==> src/sdbcd_pkg.sv <==
// Package for the SDRAM block configuration and hit decode logic
package sdbcd_pkg;
  // Register byte offsets (one aligned word each)
  localparam logic [7:0] SDBCD_CFG0_OFF = 8'h00;
  localparam logic [7:0] SDBCD_MASK0_OFF = 8'h04;
  localparam logic [7:0] SDBCD_CFG1_OFF = 8'h08;
  localparam logic [7:0] SDBCD_MASK1_OFF = 8'h0c;
  localparam logic [7:0] SDBCD_BASE0_OFF = 8'h10;
  localparam logic [7:0] SDBCD_BASE1_OFF = 8'h14;
  localparam logic [7:0] SDBCD_STAT_OFF = 8'h18;
  // Configuration field positions
  localparam int SDBCD_PS_LSB = 4;
  localparam int SDBCD_TRIG_BIT = 3;
  localparam int SDBCD_PM_BIT = 2;
  // Mask register field positions
  localparam int SDBCD_BAM_LSB = 18;
  localparam int SDBCD_AM_LSB = 1;
  localparam int SDBCD_VALID_BIT = 0;
  // Writable bit masks; reserved bits read zero
  localparam logic [31:0] SDBCD_CFG_WMASK = 32'h0000_003c;
  localparam logic [31:0] SDBCD_MASK_WMASK = 32'hfffc_007f;
  localparam logic [31:0] SDBCD_BASE_WMASK = 32'hfffc_0000;
  // Reset values
  localparam logic [31:0] SDBCD_CFG_RST = 32'h0000_0000;
  localparam logic [31:0] SDBCD_MASK_RST = 32'h0000_0000;
  // Port width codes
  localparam logic [1:0] SDBCD_PS_8 = 2'h1;
  localparam logic [1:0] SDBCD_PS_BAD = 2'h0;
  // Access type bit order in the six-bit mask
  localparam int SDBCD_T_UD = 0;
  localparam int SDBCD_T_UC = 1;
  localparam int SDBCD_T_SD = 2;
  localparam int SDBCD_T_SC = 3;
  localparam int SDBCD_T_AM = 4;
  localparam int SDBCD_T_CI = 5;
  // Transfer sizes in bytes (log2)
  localparam logic [1:0] SDBCD_SZ_1 = 2'h0;
  localparam logic [1:0] SDBCD_SZ_2 = 2'h1;
  // Controller command codes
  typedef enum logic [2:0]
  {
    SDBCD_CMD_NOP = 3'b000,
    SDBCD_CMD_ACTV = 3'b001,
    SDBCD_CMD_RW = 3'b010,
    SDBCD_CMD_PRE = 3'b011,
    SDBCD_CMD_PRECHARGE_ALL_CMD = 3'b100
  } sdbcd_cmd_t;
  // One bus access request from the internal masters
  typedef struct packed
  {
    logic valid;
    logic write;
    logic [31:0] addr;
    logic [5:0] acc_type;
    logic [1:0] size_log2;
  } sdbcd_req_t;
  // Command issued toward the SDRAM sequencer
  typedef struct packed
  {
    logic valid;
    logic block;
    sdbcd_cmd_t cmd;
    logic column_strobe;
    logic burst;
  } sdbcd_out_t;
endpackage

==> src/sdbcd_top.sv <==
// SDRAM per-block configuration, precharge trigger and hit decode
// Summary of operation
// port width code sizes accesses, 00 unused
// trigger fires precharge-all on next block write
// trigger self-clears when precharge-all completes
// software keeps trigger write within port width
// page policy clear: burst in-page wider transfers
// page policy clear: precharge closes page after burst
// page policy set: page open, column strobe hits
// base mask one excludes address bit 31-18
// access-type mask zero allows, one blocks hit
// six access types classify each access
// valid bit cleared by reset
// invalid block decodes no access
// software writes zero to reserved bits
// hit needs valid, address match, unmasked type
//
// The placing of the registers and the APB interface to the registers were decided locally.
`timescale 1ns/1ps
module sdbcd_top
  import sdbcd_pkg::*;
#(
  parameter int NUM_BLOCKS = 2,
  parameter int PAGE_LSB = 9
)
(
  // Clock and reset
  input wire logic clk_i,
  input wire logic rst_i,
  // APB slave
  input wire logic psel_i,
  input wire logic penable_i,
  input wire logic pwrite_i,
  input wire logic [7:0] paddr_i,
  input wire logic [31:0] pwdata_i,
  output logic [31:0] prdata_o,
  output logic pready_o,
  output logic pslverr_o,
  // Access request from bus masters, precharge-all completion from the sequencer
  input wire sdbcd_req_t req_i,
  input wire logic precharge_all_cmd_done_i,
  // Decode result and command
  output sdbcd_out_t cmd_o,
  output logic [NUM_BLOCKS-1:0] hit_o,
  output logic [1:0] port_bytes_log2_o
);

  // Elaboration check: two register sets are mapped
  if (NUM_BLOCKS != 2 || PAGE_LSB < 2 || PAGE_LSB > 17)
  begin : g_bad_param
    $error("sdbcd_top: unsupported parameter values");
  end

  // Register storage per block
  logic [31:0] cfg_q [NUM_BLOCKS];
  logic [31:0] cfg_d [NUM_BLOCKS];
  logic [31:0] mask_q [NUM_BLOCKS];
  logic [31:0] mask_d [NUM_BLOCKS];
  logic [31:0] base_q [NUM_BLOCKS];
  logic [31:0] base_d [NUM_BLOCKS];
  // Open page tracking per block
  logic [NUM_BLOCKS-1:0] open_q;
  logic [NUM_BLOCKS-1:0] open_d;
  logic [31:PAGE_LSB] page_q [NUM_BLOCKS];
  logic [31:PAGE_LSB] page_d [NUM_BLOCKS];
  // Precharge-all in flight flags
  logic [NUM_BLOCKS-1:0] precharge_all_cmd_busy_q;
  logic [NUM_BLOCKS-1:0] precharge_all_cmd_busy_d;
  // Per-block combinational hit
  logic [NUM_BLOCKS-1:0] hit;
  // APB outputs
  logic [31:0] prdata_q;
  logic [31:0] prdata_d;
  logic pready_q;
  logic pready_d;
  logic pslverr_q;
  logic pslverr_d;
  // Command outputs
  sdbcd_out_t cmd_q;
  sdbcd_out_t cmd_d;
  logic [NUM_BLOCKS-1:0] hit_q;
  logic [1:0] pbytes_q;
  logic [1:0] pbytes_d;
  // APB access phase strobe
  logic apb_acc;

  assign apb_acc = psel_i && penable_i && !pready_q;

  // Hit decode per block
  for (genvar b = 0; b < NUM_BLOCKS; b++)
  begin : g_hit
    logic addr_ok;
    logic type_ok;
    // masked address compare
    assign addr_ok = &((~(req_i.addr[31:SDBCD_BAM_LSB] ^
                          base_q[b][31:SDBCD_BAM_LSB])) |
                       mask_q[b][31:SDBCD_BAM_LSB]);
    // access type gating
    // one-hot six-type class
    assign type_ok = |(req_i.acc_type &
                       ~mask_q[b][SDBCD_AM_LSB +: 6]);
    // valid, address and type combined
    assign hit[b] = req_i.valid && mask_q[b][SDBCD_VALID_BIT] &&
                    addr_ok && type_ok;
  end

  // Register file and page state next values
  always_comb
  begin
    logic [7:0] off;
    off = paddr_i;
    prdata_d = prdata_q;
    pready_d = 1'b0;
    pslverr_d = 1'b0;
    open_d = open_q;
    precharge_all_cmd_busy_d = precharge_all_cmd_busy_q;
    cmd_d = '0;
    pbytes_d = pbytes_q;
    for (int b = 0; b < NUM_BLOCKS; b++)
    begin
      cfg_d[b] = cfg_q[b];
      mask_d[b] = mask_q[b];
      base_d[b] = base_q[b];
      page_d[b] = page_q[b];
    end
    // APB access phase, one wait cycle
    if (apb_acc)
    begin
      pready_d = 1'b1;
      prdata_d = 32'h0000_0000;
      case (off)
        SDBCD_CFG0_OFF, SDBCD_CFG1_OFF:
        begin
          // Writing zero to the trigger has no effect
          if (pwrite_i)
            cfg_d[off[3]] = (pwdata_i & SDBCD_CFG_WMASK) |
                            (cfg_q[off[3]] &
                             (32'h1 << SDBCD_TRIG_BIT));
          else
            prdata_d = cfg_q[off[3]];
        end
        SDBCD_MASK0_OFF, SDBCD_MASK1_OFF:
        begin
          // reserved bits dropped on write
          if (pwrite_i)
            mask_d[off[3]] = pwdata_i & SDBCD_MASK_WMASK;
          else
            prdata_d = mask_q[off[3]];
        end
        SDBCD_BASE0_OFF, SDBCD_BASE1_OFF:
        begin
          if (pwrite_i)
            base_d[off[2]] = pwdata_i & SDBCD_BASE_WMASK;
          else
            prdata_d = base_q[off[2]];
        end
        SDBCD_STAT_OFF:
        begin
          // Status shows open pages and pending precharge-all
          if (!pwrite_i)
            prdata_d = {28'h0, precharge_all_cmd_busy_q, open_q};
        end
        default:
        begin
          // Unmapped address answers with an error
          pslverr_d = 1'b1;
        end
      endcase
    end
    // Command generation for a hitting access
    for (int b = 0; b < NUM_BLOCKS; b++)
    begin
      // self-clear after precharge-all completes
      if (precharge_all_cmd_busy_q[b] && precharge_all_cmd_done_i)
      begin
        precharge_all_cmd_busy_d[b] = 1'b0;
        // A trigger written in the same cycle wins over the clear
        cfg_d[b][SDBCD_TRIG_BIT] = apb_acc && pwrite_i &&
          pwdata_i[SDBCD_TRIG_BIT] &&
          off == (b[0] ? SDBCD_CFG1_OFF : SDBCD_CFG0_OFF);
        open_d[b] = 1'b0;
      end
      if (hit[b])
      begin
        logic ps8;
        logic same_page;
        logic wide;
        // code 01 is 8-bit, 1x is 16-bit
        ps8 = cfg_q[b][SDBCD_PS_LSB +: 2] == SDBCD_PS_8;
        pbytes_d = ps8 ? SDBCD_SZ_1 : SDBCD_SZ_2;
        wide = req_i.size_log2 > (ps8 ? SDBCD_SZ_1 : SDBCD_SZ_2);
        same_page = open_q[b] && page_q[b] == req_i.addr[31:PAGE_LSB];
        cmd_d.valid = 1'b1;
        cmd_d.block = b[0];
        if (cfg_q[b][SDBCD_PS_LSB +: 2] == SDBCD_PS_BAD)
          cmd_d.valid = 1'b0;
        // pending trigger fires on a block write
        else if (cfg_q[b][SDBCD_TRIG_BIT] && req_i.write &&
                 !precharge_all_cmd_busy_q[b])
        begin
          cmd_d.cmd = SDBCD_CMD_PRECHARGE_ALL_CMD;
          precharge_all_cmd_busy_d[b] = 1'b1;
        end
        // open page hit needs column strobe only
        else if (cfg_q[b][SDBCD_PM_BIT] && same_page)
        begin
          cmd_d.cmd = SDBCD_CMD_RW;
          cmd_d.column_strobe = 1'b1;
          cmd_d.burst = wide;
        end
        else if (cfg_q[b][SDBCD_PM_BIT])
        begin
          // Continuous mode: activate and keep page open
          cmd_d.cmd = SDBCD_CMD_ACTV;
          open_d[b] = 1'b1;
          page_d[b] = req_i.addr[31:PAGE_LSB];
        end
        else
        begin
          // burst only when wider than port
          cmd_d.cmd = SDBCD_CMD_ACTV;
          cmd_d.burst = wide;
          // page closed by precharge after burst
          open_d[b] = 1'b0;
        end
      end
    end
  end

  // registers and valid bit cleared at reset
  always_ff @(posedge clk_i)
  begin
    if (rst_i)
    begin
      for (int b = 0; b < NUM_BLOCKS; b++)
      begin
        cfg_q[b] <= SDBCD_CFG_RST;
        mask_q[b] <= SDBCD_MASK_RST;
        base_q[b] <= '0;
        page_q[b] <= '0;
      end
      open_q <= '0;
      precharge_all_cmd_busy_q <= '0;
      prdata_q <= '0;
      pready_q <= 1'b0;
      pslverr_q <= 1'b0;
      cmd_q <= '0;
      hit_q <= '0;
      pbytes_q <= '0;
    end
    else
    begin
      for (int b = 0; b < NUM_BLOCKS; b++)
      begin
        cfg_q[b] <= cfg_d[b];
        mask_q[b] <= mask_d[b];
        base_q[b] <= base_d[b];
        page_q[b] <= page_d[b];
      end
      open_q <= open_d;
      precharge_all_cmd_busy_q <= precharge_all_cmd_busy_d;
      prdata_q <= prdata_d;
      pready_q <= pready_d;
      pslverr_q <= pslverr_d;
      cmd_q <= cmd_d;
      // no decode while invalid
      hit_q <= hit;
      pbytes_q <= pbytes_d;
    end
  end

  // Outputs straight from flip-flops
  assign prdata_o = prdata_q;
  assign pready_o = pready_q;
  assign pslverr_o = pslverr_q;
  assign cmd_o = cmd_q;
  assign hit_o = hit_q;
  assign port_bytes_log2_o = pbytes_q;

endmodule // sdbcd_top

==> config.mk <==
export PLATFORM = sky130hd
export DESIGN_NAME = sdbcd_top
export DESIGN_NICKNAME = d
export VERILOG_FILES = /design/src/sdbcd_pkg.sv /design/src/sdbcd_top.sv
export SDC_FILE = /design/constraint.sdc
export NUM_CORES = 1
export LEC_CHECK = 0
export BUFFER_PORTS_ARGS = -buffer_cell sky130_fd_sc_hd__buf_2
export CAP_MARGIN = 20
export CORE_MARGIN = 2
export CORE_UTILIZATION = 51
export DETAILED_ROUTE_END_ITERATION = 7
export HOLD_SLACK_MARGIN = 0.1
export PLACE_DENSITY = 0.8
export SYNTH_ARGS = -nofsm -noshare
export SYNTH_HDL_FRONTEND = slang
export SYNTH_SLANG_ARGS = --single-unit
export TNS_END_PERCENT = 10
==> constraint.sdc <==
create_clock -name clk_i -period 2.8 [get_ports clk_i]
set_clock_uncertainty 0.2 [all_clocks]
set_input_delay 0.42 -clock clk_i [delete_from_list [all_inputs] [get_ports clk_i]]
set_output_delay 0.42 -clock clk_i [all_outputs]
set_load 0.005 [all_outputs]
==> results_dict.tcl <==
set metrics [dict create \
    utilization_pct 64.0 \
    worst_hold_slack_ns 0.104 \
    drtAntennaViolNets 0 \
    ys_warn_count 0 \
    grt_pass1_vias 7191 \
    routed_via_density 6.17 \
    cts_setup_buffers 0 \
    drt_first_pass_iters 5 \
    row_count 45 \
    cts_root_buffer "clkbuf_16" \
    ys_seq_elements 160 \
    die_area_um2 16400 \
    nets 1161 \
    required_ns 2.89 \
    worst_slew_pin_slew_ns 0.819 \
    syn_inst 956 \
    cp-end-kind "flip-flop" \
    synth_enable_flop_cells 0 \
    clock-sinks 160 \
    fmax_mhz 374 \
    path_class "flip-flop to flip-flop" \
    antenna_found_initial 0 \
    numCtsBuffers 17 \
    cp_max_fo 17 \
    diodes 0 \
    grt_pass1_wl_um 37400 \
    wirelength_um 23800 \
    ir_drop_mv 0.478 \
    htreeDepth 4 \
    io_pins 133 \
    dpl_worst_slack_ns -0.123 \
    syn_area_per_cell_um2 8.19 \
    max_cap_viol_count 0 \
    finalCriticalPeriod_ns 2.67 \
    p_leak_nw 3.45 \
    status "complete, no violations" \
    ys.flop_type "dfxtp_1" \
    finalCritPeriodShare_pct 95.4 \
    synthArstFlopShare_pct 0 \
    syn-cell-area_um2 7830 \
    rsz0062_at_grt "false" \
    drc 0 \
    crit_path_frequent_cell "or4_4" \
    power_density_nw_per_um2 562 \
    core-area_um2 15100 \
    io_buffers 100 \
    dieHeight_um 128 \
    synth_compound_area_share_pct 19.7 \
    clk_latency_ns 0.44 \
    synth_simple_gate_area_share_pct 20.3 \
    synth_top_family_by_area "simple AND/OR/NAND/NOR gates" \
    vias 7850 \
    clk_pin_slew_ns 0.06 \
    cts.path.max_buffers 2 \
    slew-limit-headroom_pct 45.4 \
    first_iter_violations 831 \
    cts_tree "yes" \
    dieWidth_um 128 \
    seq_area_frac_synth_pct 40.9 \
    setup_violations 0 \
    hold_violations 0 \
    slowest_delay_ns 0.59 \
    fin_ws_ns 0.128 \
    start_kind "flip-flop" \
    tns_ns 0 \
    critPathSlowestCell "or4_4" \
    synth-xor-area-share_pct 8.47 \
    layout-drive-gt1-share_pct 19.2 \
    areaGrowthSynthToFinish_pct 23.5 \
    crit_chain "xnor2_1 > o22ai_1 > or4_4 > or4_4 > buf_12 > o31ai_1 > a21oi_1" \
    yosys-mux-area-fraction_pct 4.00 \
    critPathArrivalTime_ns 2.76 \
    grt_use_total_pct 29.2 \
    grt_max_degree 70 \
    yosysUniqueCellTypes 60 \
    maxSlewViolCount 0 \
    wl_per_cell_um 18.7 \
    overflow 0 \
    synth_adder_area_share_pct 0.320 \
    hp-class "input pin to flip-flop" \
    initial_core_util_pct 51.9 \
    gp_congestion 0.872 \
    hpwlAfterDp_um 16000 \
]
final cells by class:
type	instances	area (um2)
Sequential cell	160	3200
Fill cell	1178	5430
Clock buffer	17	425
Multi-Input combinational cell	701	4190
Tap cell	188	235
Inverter	10	37.5
Clock inverter	15	288
Timing Repair Buffer	181	1290
power by group:
part | leakage (nW) | switching [W] | internal [W]
clock | 0.343 | 0.000966 | 0.00185
sequential | 1.29 | 0.000000739 | 0.00228
combinational | 1.82 | 0.000200 | 0.000137
total | 3.45 | 0.00117 | 0.00426
state kept, by name, indices dropped and copies added (netlist names):
| name | cells |
|---|---|
| precharge_all_cmd_busy_q | 2 |
| mask_q | 42 |
| pready_o | 1 |
| cfg_q | 8 |
| port_bytes_log2_o | 1 |
| page_q | 46 |
| prdata_o | 21 |
| base_q | 28 |
| hit_o | 1 |
| pslverr_o | 1 |
| open_q | 2 |
| cmd_o | 7 |
repair_timing:
| item | 4_1_cts | 5_1_grt |
|---|---|---|
| gates resized for setup | 0 | 1 |
| setup endpoints to repair | 0 | 8 |
| endpoints found under the hold margin | 85 | 0 |
| hold buffers | 27 | 0 |
cell families (layout without fill, tap and decap cells):
logic type      Yosys count  after routing
xor+xnor                 74             74
other cells               1             12
buf+inv                 106            223
flops                   160            160
simple gates            328            328
compound gates          259            259
fa+ha+maj                 2              2
mux                      26             26
cell usage after synthesis (2+ instances only):
master	count	area share [%]
dfxtp_1	160	41
nand2_1	158	7.6
a21oi_1	124	7.9
clkbuf_1	69	3.3
nand4_1	64	5.1
xnor2_1	49	5.5
nor2_1	45	2.2
o21ai_0	40	2.6
a22oi_1	36	3.5
xor2_1	23	2.6
o31ai_1	22	2.1
mux2i_1	20	2.6
nor4_1	15	1.2
buf_4	13	1.2
o22ai_1	12	0.96
inv_1	10	0.48
nand3_1	9	0.58
nor2b_1	7	0.56
nor3_1	6	0.38
buf_2	5	0.32
buf_6	5	0.72
nand2b_1	5	0.40
buf_1	4	0.19
mux4_2	4	1.2
nand3b_1	3	0.29
o2bb2ai_1	3	0.34
a2111oi_0	2	0.22
a32oi_1	2	0.22
and3_1	2	0.16
and3b_1	2	0.22
ha_1	2	0.32
mux2_2	2	0.29
o211ai_1	2	0.19
o21a_1	2	0.19
or2_2	2	0.16
or4_4	2	0.29
xnor2_2	2	0.42
cell usage in the layout (no fill, tap or decap), types with 3 or more instances in the layout:
cell	instances
nor4_1	15
mux2i_1	20
clkinv_2	3
conb_1	12
nand2_1	158
nor3_1	4
buf_4	46
mux4_2	4
buf_2	99
nand3_1	9
a22oi_1	36
xnor2_1	49
o21ai_0	40
clkbuf_16	17
o31ai_1	22
dfxtp_1	159
buf_12	8
bufinv_16	8
dlygate4sd3_1	27
o2bb2ai_1	3
nor2b_1	7
nand4_1	64
inv_1	10
nand3b_1	3
nor2_1	45
xor2_1	23
a21oi_1	124
o22ai_1	12
nand2b_1	5
critical path: cells and delay by family (launching register included):
family | cells | cell delay, ns
xor gates and xnor gates | 1 | 0.14
and+or+nand+nor | 2 | 1.13
DFF | 1 | 0.41
buffers and inverters | 1 | 0.19
AOI/OAI and AO/OA | 3 | 0.44
worst paths after layout:
kind	from	endpoint	slack [ns]	depth (start not counted)
worst min-delay path	req_i[25]	page_q[0][31]	0.10	3
worst max register to register	base_q[0][25]	page_q[0][13]	0.13	7
worst min register to register	mask_q[0][6]	mask_q[0][6]	0.27	2
worst max-delay path	base_q[0][25]	page_q[0][13]	0.13	7
per-stage QoR:
stage               power (W)  cell area (um2)  cells
finish                0.00543             9660   1272
global route          0.00554             9660   1272
CTS                   0.00543             9650   1271
detailed placement    0.00263             8660   1212
global placement      0.00263             8660   1212
floorplan             0.00251             7870    967
metal layers:
layer / vias to the layer above / GRT usage, % / wire [um] / share of wire, %
met5: - / 0 / 0 / 0
met1: 3732 / 38.0 / 9660 / 41
met3: 58 / 5.93 / 2140 / 9.0
li1: 3605 / - / - / -
met2: 455 / 46.8 / 11300 / 47
met4: 0 / 13.3 / 736 / 3.1
(Power assumes the default switching activity.)
